<file path="config.mk">
export PLATFORM = sky130hd
export DESIGN_NAME = duml_top
export DESIGN_NICKNAME = d
export VERILOG_FILES = /design/src/logic/duml_pkg.sv /design/src/logic/duml_top.sv
export SDC_FILE = /design/constraint.sdc
export NUM_CORES = 2
export LEC_CHECK = 0
export ABC_AREA = 1
export BUFFER_PORTS_ARGS = -buffer_cell sky130_fd_sc_hd__buf_2
export CAP_MARGIN = 40
export CORE_UTILIZATION = 55
export CTS_CLUSTER_DIAMETER = 50
export CTS_CLUSTER_SIZE = 16
export DETAILED_ROUTE_END_ITERATION = 8
export PLACE_DENSITY_LB_ADDON = 0.25
export SYNTH_ARGS = -nofsm -noshare
export SYNTH_HDL_FRONTEND = slang
export SYNTH_SLANG_ARGS = --single-unit
</file>
<file path="constraint.sdc">
create_clock -name SYS_CLK -period 4.19 [get_ports SYS_CLK]
set_input_delay 0.2095 -clock SYS_CLK [delete_from_list [all_inputs] [get_ports SYS_CLK]]
set_output_delay 0.2095 -clock SYS_CLK [all_outputs]
set_load 0.01 [all_outputs]
</file>
<file path="src/logic/duml_pkg.sv">
// Shared constants and types for the dual serial channel block.
package duml_pkg;

  // ==========================================================
  // Register indices (byte address is four times the index)
  // ==========================================================
  localparam logic [2:0] DUML_REG_DATA = 3'h0;
  localparam logic [2:0] DUML_REG_IER  = 3'h1;
  localparam logic [2:0] DUML_REG_ISR  = 3'h2;
  localparam logic [2:0] DUML_REG_LCR  = 3'h3;
  localparam logic [2:0] DUML_REG_MCTL = 3'h4;
  localparam logic [2:0] DUML_REG_LSR  = 3'h5;
  localparam logic [2:0] DUML_REG_MSTS = 3'h6;
  localparam logic [2:0] DUML_REG_SPR  = 3'h7;
  localparam int         DUML_CHAN_BIT = 5;

  // ==========================================================
  // Field positions
  // ==========================================================
  localparam int DUML_LCR_DLAB = 7;
  localparam int DUML_LCR_BRK  = 6;
  localparam int DUML_LCR_PEN  = 3;
  localparam int DUML_LCR_STB  = 2;
  localparam int DUML_MC_DTR   = 0;
  localparam int DUML_MC_RTS   = 1;
  localparam int DUML_MC_OUT1  = 2;
  localparam int DUML_MC_IRQE  = 3;
  localparam int DUML_MC_LOOP  = 4;
  localparam int DUML_FCR_EN   = 0;
  localparam int DUML_FCR_RXR  = 1;
  localparam int DUML_FCR_TXR  = 2;

  // ==========================================================
  // Reset values, sizes and counts
  // ==========================================================
  localparam logic [7:0] DUML_CTRL_RST = 8'h00;
  localparam logic [7:0] DUML_DLL_RST  = 8'h01;
  localparam logic [5:0] DUML_DEPTH    = 6'h20;
  localparam logic [5:0] DUML_ONE      = 6'h01;
  localparam logic [3:0] DUML_OS_LAST  = 4'hf;
  localparam logic [3:0] DUML_OS_MID   = 4'h7;
  localparam logic [5:0] DUML_TRIG_8   = 6'h08;
  localparam logic [5:0] DUML_TRIG_16  = 6'h10;
  localparam logic [5:0] DUML_TRIG_24  = 6'h18;
  localparam logic [5:0] DUML_TRIG_28  = 6'h1c;
  localparam logic [3:0] DUML_ISR_LS   = 4'h6;
  localparam logic [3:0] DUML_ISR_RX   = 4'h4;
  localparam logic [3:0] DUML_ISR_TX   = 4'h2;
  localparam logic [3:0] DUML_ISR_MS   = 4'h0;
  localparam logic [3:0] DUML_ISR_NONE = 4'h1;

  typedef enum logic [2:0] {
    DUML_IDLE, DUML_START, DUML_DATA, DUML_PAR, DUML_STOP
  } duml_state_t;

endpackage : duml_pkg

</file>
<file path="src/logic/duml_top.sv">
// Dual serial channel with modem lines behind an Avalon-MM slave.
// Behaviour
// RULE1: two channels, 32-byte transmit and receive FIFOs.
// RULE2: host selects exactly one channel per access.
// RULE3: start bit before data, stop bits after.
// RULE4: optional parity sent; receiver flags mismatches.
// RULE5: four FIFO trigger levels each raise interrupts.
// RULE6: rates up to 5 Mbit/s supported.
// RULE7: programmable divisor sets the data rate.
// RULE8: clear-to-send level readable at status bit 4.
// RULE9: modem lines never gate transmit or receive.
// RULE10: low set-ready means remote modem ready.
// RULE11: control bit 0 drives terminal-ready low.
// RULE12: terminal-ready output high after reset.
// RULE13: control bit 1 drives request-to-send low.
// RULE14: request-to-send output high after reset.
// RULE15: ring-indicator rising edge raises modem interrupt.
// RULE16: transmit pin high in reset, idle, disabled.
// RULE17: receive line treated idle high in reset.
// RULE18: loop-back routes transmitter into receiver internally.
// RULE19: reset defaults match legacy FIFO-less behaviour.
// RULE20: interrupt pin driven only while control bit 3.
// RULE21: three address bits pick register, strobes move data.
// RULE22: reset clears registers and disables serial pins; the divisor low byte resets to 01, not 00.
// RULE23: both channels are identical independent copies.

// ==========================================================
// One serial channel
// ==========================================================
module duml_channel
  import duml_pkg::*;
(
  input  wire logic       clk,
  input  wire logic       rst,
  input  wire logic       wr_fire,
  input  wire logic       rd_fire,
  input  wire logic [2:0] reg_sel,
  input  wire logic [7:0] wdata,
  output logic      [7:0] rdata,
  input  wire logic       serial_in,
  input  wire logic       cts_n,
  input  wire logic       dsr_n,
  input  wire logic       ri_n,
  output logic            serial_out,
  output logic            terminal_ready_n,
  output logic            request_send_n,
  output logic            irq,
  output logic            irq_oe
);

  function automatic logic duml_parity(
    input logic [7:0] d,
    input logic [1:0] wl,
    input logic [5:3] pc
  );
    logic [7:0] m;
    m = d & {wl == 2'h3, wl >= 2'h2, wl >= 2'h1, 5'h1f};
    if (pc[5])
      duml_parity = ~pc[4];
    else
      duml_parity = pc[4] ? ^m : ~^m;
  endfunction : duml_parity

  function automatic logic [5:0] duml_level(input logic [1:0] sel);
    case (sel)
      2'h0:    duml_level = DUML_TRIG_8;
      2'h1:    duml_level = DUML_TRIG_16;
      2'h2:    duml_level = DUML_TRIG_24;
      default: duml_level = DUML_TRIG_28;
    endcase
  endfunction : duml_level

  logic [7:0]  ier, lcr, modem_ctl, fcr, spr, dll, dlm;
  logic [7:0]  tx_mem [0:31];
  logic [7:0]  rx_mem [0:31];
  logic [4:0]  tx_wp, tx_rp, rx_wp, rx_rp;
  logic [5:0]  tx_cnt, rx_cnt;
  logic [15:0] div_cnt;
  duml_state_t tx_state, rx_state;
  logic [3:0]  tx_os, rx_os;
  logic [2:0]  tx_idx, rx_idx;
  logic [7:0]  tx_shift, rx_shift;
  logic        tx_line, tx_par, rx_perr;
  logic        lsr_oe, lsr_pe, lsr_fe, lsr_bi;
  logic        dcts, ddsr, teri, cts_q, dsr_q, ri_q;

  // ==========================================================
  // Register decode
  // ==========================================================
  wire dlab    = lcr[DUML_LCR_DLAB];
  wire loop    = modem_ctl[DUML_MC_LOOP];
  wire at_data = reg_sel == DUML_REG_DATA;
  wire at_ier  = reg_sel == DUML_REG_IER;
  wire wr_thr  = wr_fire && at_data && !dlab;         // [RULE21]
  wire wr_dll  = wr_fire && at_data && dlab;
  wire wr_dlm  = wr_fire && at_ier && dlab;
  wire wr_ier  = wr_fire && at_ier && !dlab;
  wire wr_fcr  = wr_fire && reg_sel == DUML_REG_ISR;
  wire rd_rhr  = rd_fire && at_data && !dlab;         // [RULE21]
  wire rd_lsr  = rd_fire && reg_sel == DUML_REG_LSR;
  wire rd_msts = rd_fire && reg_sel == DUML_REG_MSTS;
  wire flush_rx = wr_fcr && (wdata[DUML_FCR_RXR]
                  || wdata[DUML_FCR_EN] != fcr[DUML_FCR_EN]);
  wire flush_tx = wr_fcr && (wdata[DUML_FCR_TXR]
                  || wdata[DUML_FCR_EN] != fcr[DUML_FCR_EN]);

  // With the FIFOs off each side holds one byte, as legacy parts do.
  wire [5:0] limit   = fcr[DUML_FCR_EN] ? DUML_DEPTH : DUML_ONE; // [RULE19]
  wire [5:0] rx_trig = fcr[DUML_FCR_EN] ? duml_level(fcr[7:6])
                       : DUML_ONE;                  // [RULE5]
  // Transmit levels are rotated so that reset selects sixteen.
  wire [5:0] tx_trig = duml_level(fcr[5:4] ^ 2'h1); // [RULE5]

  always_ff @(posedge clk) begin
    if (rst) begin                                  // [RULE22]
      ier <= DUML_CTRL_RST;
      lcr <= DUML_CTRL_RST;
      modem_ctl <= DUML_CTRL_RST;
      fcr <= DUML_CTRL_RST;
      spr <= DUML_CTRL_RST;
      dll <= DUML_DLL_RST;
      dlm <= DUML_CTRL_RST;
    end else if (wr_fire) begin
      if (wr_ier) ier <= {4'h0, wdata[3:0]};
      if (wr_dll) dll <= wdata;
      if (wr_dlm) dlm <= wdata;
      if (wr_fcr) fcr <= {wdata[7:4], 3'h0, wdata[0]};
      if (reg_sel == DUML_REG_LCR) lcr <= wdata;
      if (reg_sel == DUML_REG_MCTL) modem_ctl <= {3'h0, wdata[4:0]};
      if (reg_sel == DUML_REG_SPR) spr <= wdata;
    end
  end

  // ==========================================================
  // Baud divider, sixteen ticks per bit
  // ==========================================================
  // At 100 MHz a divisor of 1 gives 6.25 Mbit/s, so 5 Mbit/s and
  // 460.8 kbit/s are reached by choosing the divisor.
  wire [15:0] divisor  = {dlm, dll};
  wire [15:0] div_last = (divisor == 16'h0) ? 16'h0 : divisor - 16'h1;
  wire        tick     = div_cnt == div_last;       // [RULE6] [RULE7]

  always_ff @(posedge clk) begin
    if (rst || tick)
      div_cnt <= 16'h0;
    else
      div_cnt <= div_cnt + 16'h1;
  end

  // ==========================================================
  // FIFOs
  // ==========================================================
  // Modem inputs are not consulted before starting a character.
  wire tx_pop  = tick && tx_state == DUML_IDLE && tx_cnt != 6'h0; // [RULE9]
  wire tx_push = wr_thr && tx_cnt < limit;          // [RULE1]
  wire rx_done = tick && rx_state == DUML_STOP && rx_os == DUML_OS_LAST;
  wire rx_push = rx_done && rx_cnt < limit;         // [RULE1]
  wire rx_pop  = rd_rhr && rx_cnt != 6'h0;
  wire [5:0] next_tx_cnt = tx_cnt + {5'h0, tx_push} - {5'h0, tx_pop};
  wire [5:0] next_rx_cnt = rx_cnt + {5'h0, rx_push} - {5'h0, rx_pop};

  always_ff @(posedge clk) begin
    if (tx_push) tx_mem[tx_wp] <= wdata;
    if (rx_push) rx_mem[rx_wp] <= rx_shift;
  end

  always_ff @(posedge clk) begin
    if (rst || flush_tx) begin
      tx_wp  <= 5'h0;
      tx_rp  <= 5'h0;
      tx_cnt <= 6'h0;
    end else begin
      tx_wp  <= tx_wp + {4'h0, tx_push};
      tx_rp  <= tx_rp + {4'h0, tx_pop};
      tx_cnt <= next_tx_cnt;
    end
  end

  always_ff @(posedge clk) begin
    if (rst || flush_rx) begin
      rx_wp  <= 5'h0;
      rx_rp  <= 5'h0;
      rx_cnt <= 6'h0;
    end else begin
      rx_wp  <= rx_wp + {4'h0, rx_push};
      rx_rp  <= rx_rp + {4'h0, rx_pop};
      rx_cnt <= next_rx_cnt;
    end
  end

  // ==========================================================
  // Transmitter
  // ==========================================================
  wire os_end_tx = tx_os == DUML_OS_LAST;
  wire last_bit  = {1'b0, tx_idx} == {2'h0, lcr[1:0]} + 4'h4;

  always_ff @(posedge clk) begin
    if (rst) begin
      tx_state <= DUML_IDLE;
      tx_os    <= 4'h0;
      tx_idx   <= 3'h0;
      tx_shift <= 8'h0;
      tx_par   <= 1'b0;
      tx_line  <= 1'b1;
    end else if (tick) begin
      tx_os <= (tx_state == DUML_IDLE) ? 4'h0 : tx_os + 4'h1;
      case (tx_state)
        DUML_IDLE: if (tx_pop) begin
          tx_shift <= tx_mem[tx_rp];
          tx_par   <= duml_parity(tx_mem[tx_rp], lcr[1:0], lcr[5:3]);
          tx_line  <= 1'b0;                         // [RULE3]
          tx_state <= DUML_START;
        end
        DUML_START: if (os_end_tx) begin
          tx_idx   <= 3'h0;
          tx_line  <= tx_shift[0];
          tx_state <= DUML_DATA;
        end
        DUML_DATA: if (os_end_tx) begin
          tx_shift <= tx_shift >> 1;
          tx_idx   <= tx_idx + 3'h1;
          if (!last_bit)
            tx_line <= tx_shift[1];
          else if (lcr[DUML_LCR_PEN]) begin
            tx_line  <= tx_par;                     // [RULE4]
            tx_state <= DUML_PAR;
          end else begin
            tx_line  <= 1'b1;                       // [RULE3]
            tx_idx   <= 3'h0;
            tx_state <= DUML_STOP;
          end
        end
        DUML_PAR: if (os_end_tx) begin
          tx_line  <= 1'b1;
          tx_idx   <= 3'h0;
          tx_state <= DUML_STOP;
        end
        default: if (os_end_tx) begin
          // One and a half stop bits are sent as two.
          if (lcr[DUML_LCR_STB] && tx_idx == 3'h0)
            tx_idx <= 3'h1;
          else
            tx_state <= DUML_IDLE;
        end
      endcase
    end
  end

  // ==========================================================
  // Receiver
  // ==========================================================
  wire rx_line   = loop ? tx_line : serial_in;      // [RULE18] [RULE17]
  wire os_end_rx = rx_os == DUML_OS_LAST;
  wire rx_last   = {1'b0, rx_idx} == {2'h0, lcr[1:0]} + 4'h4;

  always_ff @(posedge clk) begin
    if (rst) begin
      rx_state <= DUML_IDLE;
      rx_os    <= 4'h0;
      rx_idx   <= 3'h0;
      rx_shift <= 8'h0;
      rx_perr  <= 1'b0;
    end else if (tick) begin
      rx_os <= rx_os + 4'h1;
      case (rx_state)
        DUML_IDLE: begin
          rx_os <= 4'h0;
          if (!rx_line) rx_state <= DUML_START;
        end
        // A start bit that is gone at mid-bit is noise.
        DUML_START: if (rx_os == DUML_OS_MID) begin
          rx_os    <= 4'h0;
          rx_idx   <= 3'h0;
          rx_shift <= 8'h0;
          rx_perr  <= 1'b0;
          rx_state <= rx_line ? DUML_IDLE : DUML_DATA; // [RULE3]
        end
        DUML_DATA: if (os_end_rx) begin
          rx_shift[rx_idx] <= rx_line;
          rx_idx <= rx_idx + 3'h1;
          if (rx_last)
            rx_state <= lcr[DUML_LCR_PEN] ? DUML_PAR : DUML_STOP;
        end
        DUML_PAR: if (os_end_rx) begin
          rx_perr  <= rx_line != duml_parity(rx_shift, lcr[1:0],
                                             lcr[5:3]); // [RULE4]
          rx_state <= DUML_STOP;
        end
        default: if (os_end_rx) rx_state <= DUML_IDLE;
      endcase
    end
  end

  // ==========================================================
  // Line and modem status
  // ==========================================================
  wire set_oe = rx_done && rx_cnt >= limit;
  wire set_pe = rx_done && rx_perr;                 // [RULE4]
  wire set_fe = rx_done && !rx_line;
  wire set_bi = set_fe && rx_shift == 8'h0;
  wire cts_e  = loop ? ~modem_ctl[DUML_MC_RTS] : cts_n;
  wire dsr_e  = loop ? ~modem_ctl[DUML_MC_DTR] : dsr_n;  // [RULE10]
  wire ri_e   = loop ? ~modem_ctl[DUML_MC_OUT1] : ri_n;
  wire ri_rise = !ri_q && ri_e;                     // [RULE15]

  // A status event in the clearing read's cycle is kept.
  always_ff @(posedge clk) begin
    if (rst) begin
      lsr_oe <= 1'b0;
      lsr_pe <= 1'b0;
      lsr_fe <= 1'b0;
      lsr_bi <= 1'b0;
      dcts   <= 1'b0;
      ddsr   <= 1'b0;
      teri   <= 1'b0;
      cts_q  <= 1'b1;
      dsr_q  <= 1'b1;
      ri_q   <= 1'b1;
    end else begin
      lsr_oe <= (lsr_oe && !rd_lsr) || set_oe;
      lsr_pe <= (lsr_pe && !rd_lsr) || set_pe;
      lsr_fe <= (lsr_fe && !rd_lsr) || set_fe;
      lsr_bi <= (lsr_bi && !rd_lsr) || set_bi;
      dcts   <= (dcts && !rd_msts) || cts_q != cts_e;
      ddsr   <= (ddsr && !rd_msts) || dsr_q != dsr_e;
      teri   <= (teri && !rd_msts) || ri_rise;      // [RULE15]
      cts_q  <= cts_e;
      dsr_q  <= dsr_e;
      ri_q   <= ri_e;
    end
  end

  // ==========================================================
  // Interrupt sources
  // ==========================================================
  wire [5:0] tx_free = DUML_DEPTH - tx_cnt;
  wire int_ls = ier[2] && (lsr_oe || lsr_pe || lsr_fe || lsr_bi);
  wire int_rx = ier[0] && rx_cnt >= rx_trig;        // [RULE5]
  wire int_tx = ier[1] && (fcr[DUML_FCR_EN] ? tx_free >= tx_trig
                                            : tx_cnt == 6'h0);
  wire int_ms = ier[3] && (dcts || ddsr || teri);   // [RULE15]
  wire [3:0] isr_code = int_ls ? DUML_ISR_LS :
                        int_rx ? DUML_ISR_RX :
                        int_tx ? DUML_ISR_TX :
                        int_ms ? DUML_ISR_MS : DUML_ISR_NONE;
  wire tx_empty = tx_cnt == 6'h0;
  wire [7:0] lsr = {1'b0, tx_empty && tx_state == DUML_IDLE, tx_empty,
                    lsr_bi, lsr_fe, lsr_pe, lsr_oe, rx_cnt != 6'h0};
  wire [7:0] modem_sts = {1'b0, ~ri_e, ~dsr_e, ~cts_e,
                          1'b0, teri, ddsr, dcts};  // [RULE8]

  always_comb begin
    if (reg_sel == DUML_REG_DATA)
      rdata = dlab ? dll : rx_mem[rx_rp];
    else if (reg_sel == DUML_REG_IER)
      rdata = dlab ? dlm : ier;
    else if (reg_sel == DUML_REG_ISR)
      rdata = {{2{fcr[DUML_FCR_EN]}}, 2'h0, isr_code};
    else if (reg_sel == DUML_REG_LCR)
      rdata = lcr;
    else if (reg_sel == DUML_REG_MCTL)
      rdata = modem_ctl;
    else if (reg_sel == DUML_REG_LSR)
      rdata = lsr;
    else if (reg_sel == DUML_REG_MSTS)
      rdata = modem_sts;
    else
      rdata = spr;
  end

  // ==========================================================
  // Pins
  // ==========================================================
  // In loop-back the modem outputs go inactive and the pin idles.
  always_ff @(posedge clk) begin
    if (rst) begin
      serial_out       <= 1'b1;                     // [RULE16] [RULE22]
      terminal_ready_n <= 1'b1;                     // [RULE12]
      request_send_n   <= 1'b1;                     // [RULE14]
      irq              <= 1'b0;
      irq_oe           <= 1'b0;
    end else begin
      serial_out <= loop || (tx_line && !lcr[DUML_LCR_BRK]); // [RULE18]
      terminal_ready_n <= loop || !modem_ctl[DUML_MC_DTR]; // [RULE11]
      request_send_n   <= loop || !modem_ctl[DUML_MC_RTS]; // [RULE13]
      irq              <= isr_code != DUML_ISR_NONE;
      irq_oe           <= modem_ctl[DUML_MC_IRQE];  // [RULE20]
    end
  end

endmodule : duml_channel

// ==========================================================
// Top: Avalon-MM slave and two channels
// ==========================================================
module duml_top
  import duml_pkg::*;
(
  input  wire logic        SYS_CLK,
  input  wire logic        SYS_RST,
  input  wire logic [5:0]  AVS_ADDRESS,
  input  wire logic        AVS_READ,
  input  wire logic        AVS_WRITE,
  input  wire logic [31:0] AVS_WRITEDATA,
  input  wire logic [3:0]  AVS_BYTEENABLE,
  output logic      [31:0] AVS_READDATA,
  output logic             AVS_WAITREQUEST,
  input  wire logic        SERIAL_IN_A,
  input  wire logic        SERIAL_IN_B,
  input  wire logic        CLEAR_TO_SEND_IN_A_N,
  input  wire logic        CLEAR_TO_SEND_IN_B_N,
  input  wire logic        SET_READY_IN_A_N,
  input  wire logic        SET_READY_IN_B_N,
  input  wire logic        RING_INDICATOR_A_N,
  input  wire logic        RING_INDICATOR_B_N,
  output logic             SERIAL_OUT_A,
  output logic             SERIAL_OUT_B,
  output logic             TERMINAL_READY_OUT_A_N,
  output logic             TERMINAL_READY_OUT_B_N,
  output logic             REQUEST_SEND_OUT_A_N,
  output logic             REQUEST_SEND_OUT_B_N,
  output logic             IRQ_OUT_A,
  output logic             IRQ_OUT_A_OE,
  output logic             IRQ_OUT_B,
  output logic             IRQ_OUT_B_OE
);

  logic [7:0] rdata_a, rdata_b;

  // Every access waits one cycle, which is when read data settle.
  wire accept  = (AVS_READ || AVS_WRITE) && !AVS_WAITREQUEST;
  wire chan_b  = AVS_ADDRESS[DUML_CHAN_BIT];        // [RULE2]
  wire wr_ok   = accept && AVS_WRITE && AVS_BYTEENABLE[0];
  // Reads act at the capture edge, so no flag is cleared unseen.
  wire rd_ok   = AVS_READ && AVS_WAITREQUEST;
  wire [2:0] reg_sel = AVS_ADDRESS[4:2];            // [RULE21]
  wire [7:0] rsel = chan_b ? rdata_b : rdata_a;

  always_ff @(posedge SYS_CLK) begin
    if (SYS_RST) begin
      AVS_WAITREQUEST <= 1'b1;
      AVS_READDATA    <= 32'h0;
    end else begin
      AVS_WAITREQUEST <= !((AVS_READ || AVS_WRITE) && AVS_WAITREQUEST);
      if (AVS_READ && AVS_WAITREQUEST)
        AVS_READDATA <= {24'h0, rsel};
    end
  end

  duml_channel u_chan_a (                           // [RULE23]
    .clk              (SYS_CLK),
    .rst              (SYS_RST),
    .wr_fire          (wr_ok && !chan_b),
    .rd_fire          (rd_ok && !chan_b),
    .reg_sel          (reg_sel),
    .wdata            (AVS_WRITEDATA[7:0]),
    .rdata            (rdata_a),
    .serial_in        (SERIAL_IN_A),
    .cts_n            (CLEAR_TO_SEND_IN_A_N),
    .dsr_n            (SET_READY_IN_A_N),
    .ri_n             (RING_INDICATOR_A_N),
    .serial_out       (SERIAL_OUT_A),
    .terminal_ready_n (TERMINAL_READY_OUT_A_N),
    .request_send_n   (REQUEST_SEND_OUT_A_N),
    .irq              (IRQ_OUT_A),
    .irq_oe           (IRQ_OUT_A_OE)
  );

  duml_channel u_chan_b (                           // [RULE23]
    .clk              (SYS_CLK),
    .rst              (SYS_RST),
    .wr_fire          (wr_ok && chan_b),
    .rd_fire          (rd_ok && chan_b),
    .reg_sel          (reg_sel),
    .wdata            (AVS_WRITEDATA[7:0]),
    .rdata            (rdata_b),
    .serial_in        (SERIAL_IN_B),
    .cts_n            (CLEAR_TO_SEND_IN_B_N),
    .dsr_n            (SET_READY_IN_B_N),
    .ri_n             (RING_INDICATOR_B_N),
    .serial_out       (SERIAL_OUT_B),
    .terminal_ready_n (TERMINAL_READY_OUT_B_N),
    .request_send_n   (REQUEST_SEND_OUT_B_N),
    .irq              (IRQ_OUT_B),
    .irq_oe           (IRQ_OUT_B_OE)
  );

endmodule : duml_top

</file>
After elaboration in Yosys (flattened, before gate mapping)

Memories as Yosys holds them, arrays and structs flattened. A register that Yosys moved wholly into a read port is not among the register bits.
Cells that the tools add are included.

Output and inout bits: 43
Memories: 4
Register bits: 305
Input bits: 54
Bits in writable memories: 1024

Eq/ne operators: 75
Mux-type cells: 173
Add/subtract/negate cells: 32
Magnitude comparators: 18
Reductions and logical operators: 224
Bitwise operators: 22

Memories:

| name            | words | width | rd ports | clocked after Yosys merged registers in | wr ports | RTL line       | RTL |
|---|---|---|---|---|---|---|---|
| u_chan_a.rx_mem | 32    | 8     | 1        | 1                                       | 1        | duml_top.sv:75 | `logic [7:0] rx_mem [0:31];` |
| u_chan_a.tx_mem | 32    | 8     | 1        | 1                                       | 1        | duml_top.sv:74 | `logic [7:0] tx_mem [0:31];` |
| u_chan_b.rx_mem | 32    | 8     | 1        | 1                                       | 1        | duml_top.sv:75 |  |
| u_chan_b.tx_mem | 32    | 8     | 1        | 1                                       | 1        | duml_top.sv:74 |  |

Operators by type and width:

| cell                                                  | count |
|---|---|
| 2-to-1 mux 8 bit                                      | 27 |
| 2-to-1 mux 3 bit                                      | 44 |
| logical AND 1 bit                                     | 89 |
| case mux 8 bit (2 select lines)                       | 4 |
| case mux 5 bit (3 select lines)                       | 4 |
| 2-to-1 mux 1 bit                                      | 54 |
| case mux 3 bit (4 select lines)                       | 4 |
| logical OR 1 bit                                      | 41 |
| adder 5 x 1 -> 5 bit                                  | 8 |
| 2-to-1 mux 4 bit                                      | 10 |
| inequality test 2 x 1 -> 1 bit, second input constant | 18 |
| adder 16 x 1 -> 16 bit, second input constant         | 2 |
| AND 8 bit                                             | 4 |
| == test 16 bit                                        | 2 |
| zero test 16 bit                                      | 2 |
| 2-to-1 mux 16 bit                                     | 2 |
| AND reduction 4 bit                                   | 8 |
| XNOR reduction 8 bit                                  | 4 |
| parity 8 bit                                          | 4 |
| subtractor 16 x 1 -> 16 bit, second input constant    | 2 |
| == test 3 x 2 -> 1 bit, second input constant         | 10 |
| 2-to-1 mux 5 bit                                      | 6 |
| AND reduction 2 bit                                   | 14 |
| adder 6 x 1 -> 6 bit                                  | 4 |
| other kinds (47)                                      | 177 |

Logic depth before layout (Yosys ltp)

Depth in word-level cells: 13
Depth in mapped cells: 27

By module

From an unflattened synthesis, not the netlist that was laid out.

Cell total of the unflattened synthesis: 6133
Area total of the unflattened synthesis: 60160.2 um2

By module, submodules not included:

| module                   | cells an instance | seq. area each (um2) | instances | area an instance (um2) |
|---|---|---|---|---|
| duml_channel at u_chan_a | 2996              | 18337.6              | 1         | 29733.5 |
| duml_channel at u_chan_b | 3034              | 18337.6              | 1         | 29733.5 |
| duml_top                 | 103               | 180.2                | 1         | 693.2 |

Least setup slack after synthesis

No wires, ideal clock.

Path type: reg-to-reg
Start point: register u_chan_b.dll[1]
End point: register u_chan_b.tx_cnt[4]
Clock period less this slack: 3370 ps
Required time: 4120 ps
Stages on the path, launching flop included: 26
Setup time: 70 ps
Arrival: 3300 ps
Path slack: 820 ps
Buffers on the path: 1
Path through: dfxtp_1 inv_1 ha_1 nand2_2 nor2_1 nand2_1 buf_4 nand3_1 xor2_1 nor2_1 nand3_1 nor2_2 inv_1 nor2_2 nand3_1 inv_1 ha_1 inv_1 ha_1 fa_1 inv_1 nor2_1 nor2_1 o21bai_1 or2_2 a21oi_1

Cells in the longest elaborated chain, start to end: 6
Elaborated cells between the ends (all ways): 7
Those cells by class: add/sub: 2; eq/ne: 1; mux: 1; reduce/logical: 3

RTL lines:

| element                                                         | RTL line        | RTL |
|---|---|---|
| start: declaration                                              | duml_top.sv:73  | `logic [7:0] ier, lcr, modem_ctl, fcr, spr, dll, dlm;` |
| start signal: assignment                                        | duml_top.sv:125 | `if (wr_dll) dll <= wdata;` |
| subtractor 16 x 1 -> 16 bit or zero test 16 bit (tied branches) | duml_top.sv:140 | `wire [15:0] div_last = (divisor == 16'h0) ? 16'h0 : divisor - 16'h1;` |
| 2-to-1 mux 16 bit *                                             | duml_top.sv:140 |  |
| == test 16 bit *                                                | duml_top.sv:141 | `wire tick = div_cnt == div_last;` |
| logical AND 1 bit * (2 in a row)                                | duml_top.sv:154 | `wire tx_pop = tick && tx_state == DUML_IDLE && tx_cnt != 6'h0;` |
| subtractor 6 x 1 -> 6 bit *                                     | duml_top.sv:159 | `wire [5:0] next_tx_cnt = tx_cnt + {5'h0, tx_push} - {5'h0, tx_pop};` |
| end signal: assignment                                          | duml_top.sv:175 | `tx_cnt <= next_tx_cnt;` |
| end: declaration                                                | duml_top.sv:77  | `logic [5:0] tx_cnt, rx_cnt;` |

Mark *: on every way between the ends. The rest lies on a longest branch, timed or not.
A chain may end at the register's enable or synchronous reset.

Final worst setup path

Start point: register u_chan_a.dll[0]
End point: memory u_chan_a.rx_mem[20][6], enable pin

Cells in the longest elaborated chain, start to end: 8
Elaborated cells between the ends (all ways): 9
Those cells by class: add/sub: 1; eq/ne: 1; mux: 3; reduce/logical: 4

RTL lines:

| element                                                         | RTL line        | RTL |
|---|---|---|
| start: declaration                                              | duml_top.sv:73  |  |
| start signal: assignment                                        | duml_top.sv:125 |  |
| subtractor 16 x 1 -> 16 bit or zero test 16 bit (tied branches) | duml_top.sv:140 |  |
| 2-to-1 mux 16 bit *                                             | duml_top.sv:140 |  |
| == test 16 bit *                                                | duml_top.sv:141 |  |
| logical AND 1 bit * (2 in a row)                                | duml_top.sv:156 | `wire rx_done = tick && rx_state == DUML_STOP && rx_os == DUML_OS_LAST;` |
| logical AND 1 bit *                                             | duml_top.sv:157 | `wire rx_push = rx_done && rx_cnt < limit;` |
| 2-to-1 mux 1 bit *                                              | duml_top.sv:164 | `if (rx_push) rx_mem[rx_wp] <= rx_shift;` |
| 2-to-1 mux 1 bit (implied by the code) *                        | duml_top.sv:164 |  |
| end: declaration                                                | duml_top.sv:75  |  |

Marked as above.

==> metrics.txt <==
worst vdd ir 379.3 uV; Slew HR 39.74%; DR WL/cell 19.68 um; CTS Buf Count 135; core area 106900 um2; Post-CTS Setup Bufs 0; # IOs 97; critical path type flop to flop; post-layout power 32.58 mW; Worst Path Required 4.57 ns; Post-layout nets 6285; layout cell share with drive strength beyond 1 7.976%; leading area contributor after synthesis edfxtp_1; synthesized area per cell 9.736 um2; Initial Util 55.39%; first-pass GRT wire length 230200 um; CP endpoint kind flop; CTS Buffer Depth 3; Hold Violations, Final 0; clk slew on worst S/H paths 0.07 ns; antenna-violating nets left 0; Vias/cell 5.760; Synth top area share 51.93%; Setup-failing EPs final 0; minimum clock period 3.938 ns; mapped cell area 59220 um2; Hold Path Class primary input to flop; Yosys cell types 60; #FFs+latches synth 1329; Startpoint Class flop; Max Clk Rate 253.9 MHz; Sink Count 1329; worst-path maximum fanout 26; worst skew pair latency 0.75 ns; drt first pass iters 8; Slew @ Worst Pin 0.9014 ns; setup clock skew after layout 0.02313 ns; max-slew violations 0; CTS tree yes; Post-synth ARST share 0%; GRT Util Overall 27.28%; num rows 120; pin count of the biggest net entering global routing 132; ranking of synthesized cells by area edfxtp_1 52%, dfxtp_1 10%, nand2_1 7.4%; CTS root buf clkbuf_16; TNS Setup 0 ns; yosys warns 0; arrival time at the worst endpoint 4.32 ns; number of instances in the placed design 7384; H-Tree Depth 4; drt total wl 150500 um; run status finished, final reports clean; sequential area share after synthesis 62.24%; area of the die 109000 um2; initial antenna violation count 5; vias in the first global route 40796; worst-path cell chain inv_1 > ha_1 > nand2_4 > nor2_4 > nand2_4 > nand3_1 > xor2_1 > nand2_1 > nor3_2 > nand2_2 > buf_4 > nor3_4 > nand3_4 > nor2_1; Commonest cells post-synth 1162 x nand2_1, 1024 x edfxtp_1, 893 x nor2_1; Detailed Route Iter0 Violations 4661; Die H 330.1 um; max-cap viol count 0; CP dominant cell by count nand2_4; Post-Synthesis Cells 6082; IO buf count 43; grt ovf 0; main flop type after synthesis edfxtp_1; non-filler instance count after layout 7648; max incr delay on CP 0.54 ns; DRC viols 0; Lkg Pwr 24.41 nW; final core utilization 61.73%; routability cong. 0.9606; DP Wirelength 95560 um; final period utilization 94.00%; via count 44056; Layout area overhead 11.44%; Die X-Extent 330.1 um; top-count cell post-synth nand2_1; PD cells 493.7 nW/um2; count of flip-flops with a built-in enable after synthesis 1024; Crit-path slowest cell nor2_1
-- power by group --
part	switching (mW)	total, mW	leakage [nW]	internal (mW)
registers	0.179	14.5	11.8	14.3
logic	3.98	5.77	10.4	1.79
clock network	5.28	12.3	2.20	7.03
-- final timing paths --
path | startpoint | to | slack (ns) | depth (start not counted)
setup / recovery | u_chan_a.dll[0]$_SDFFE_PP1P_ | u_chan_a.rx_mem[20][6]$_DFFE_PP_ | 0.25 | 14
hold / removal | AVS_ADDRESS[4] | u_chan_a.spr[1]$_SDFFE_PP0P_ | 0.06 | 5
setup reg to reg | u_chan_a.dll[0]$_SDFFE_PP1P_ | u_chan_a.rx_mem[20][6]$_DFFE_PP_ | 0.25 | 14
hold reg to reg | u_chan_b.rx_perr$_SDFFE_PP0P_ | u_chan_b.rx_perr$_SDFFE_PP0P_ | 0.45 | 2
-- metrics by stage --
stage | cell area [um2] | hold slack (ns) | setup slack (ns)
5_1_grt | 65990 | 0.05505 | -0.02949
2_1_floorplan | 59300 | 0.3084 | 0.8199
3_3_place_gp | 61140 | 0.4290 | 0.1615
4_1_cts | 65940 | 0.005979 | 0.09994
3_5_place_dp | 61190 | 0.4389 | 0.1268
6_report | 65990 | 0.05505 | 0.2516
-- logic make-up (layout without fill, tap and decap cells) --
| logic type | count (synthesis) | in the layout | synth area share [%] |
|---|---|---|---|
| AOI/OAI and AO/OA | 1058 | 1058 | 9.857 |
| xor gates and xnor gates | 79 | 79 | 1.181 |
| adders and majority gates | 93 | 93 | 2.016 |
| buffers and inverters | 732 | 871 | 4.885 |
| DFF | 1329 | 1329 | 62.24 |
| other | 1 | 25 | 0.006333 |
| and+or+nand+nor | 2790 | 2790 | 19.82 |
-- what timing repair did --
action / in CTS / in global routing
resized for setup: 0 / 13
setup endpoints to repair: 0 / 52
hold endpoints to repair: 111 / 0
hold buffers: 20 / 0
-- per-layer routing --
layer | wire [um] | GRT usage (%) | share of wire, %
met2 | 70220 | 43.34 | 47
met1 | 64730 | 38.55 | 43
met4 | 4551 | 9.307 | 3.0
met5 | 17 | 0 | 0.011
met3 | 11010 | 3.867 | 7.3
-- worst max-delay path: cells and delay by family, from the launching register on --
kind	cells	cell delay (ns)
and+or+nand+nor	10	2.42
DFF	1	0.33
buffers and inverters	2	0.33
adders and majority gates	1	0.25
xor gates and xnor gates	1	0.22
-- flip-flops by register name (all words and copies together), names as in the netlist, 6 cells and up --
register,flops
u_chan_a.div_cnt,16
u_chan_a.tx_cnt,6
u_chan_a.lcr,8
u_chan_b.tx_mem,256
u_chan_b.tx_cnt,6
u_chan_a.dll,8
u_chan_a.spr,8
u_chan_b.rx_cnt,6
u_chan_b.rx_shift,8
u_chan_a.tx_shift,8
u_chan_b.dll,8
u_chan_a.rx_mem,256
u_chan_b.tx_shift,8
u_chan_a.dlm,8
u_chan_b.dlm,8
AVS_READDATA,8
u_chan_b.lcr,8
u_chan_a.tx_mem,256
u_chan_a.rx_shift,8
u_chan_b.rx_mem,256
u_chan_a.rx_cnt,6
u_chan_b.div_cnt,16
u_chan_b.spr,8
-- cell usage in the layout, fill, tap and decap left out, drive strengths merged, types with 11 or more instances in the layout --
master       netlist  final
nor2             908    908
nand3            550    550
o211ai            22     22
xnor2             15     15
nor4              17     17
a21oi            249    249
buf               64    191
bufinv             0     12
dfxtp            305    305
clkinv            13     56
nor3              41     41
o21ai            589    589
or2               20     20
ha                89     89
nand4             50     50
conb               1     24
a31oi             12     12
inv              404    424
nand3b            11     11
nor3b             17     17
clkbuf           251    159
dlygate4sd3        0     20
o221ai            56     56
o22ai             88     88
xor2              64     64
edfxtp          1024   1024
nand2           1171   1171
-- area by class of cell --
type / count / area, um2
sequential: 1329 / 36880
clock inverter: 84 / 950.9
inverter: 417 / 1572
tap: 1403 / 1755
clock buffer: 159 / 3596
multi-input combinational: 4044 / 19600
fill: 8665 / 40910
timing repair buffer: 211 / 1634
antenna: 1 / 2.502
Power figures use the tool's default switching activity.
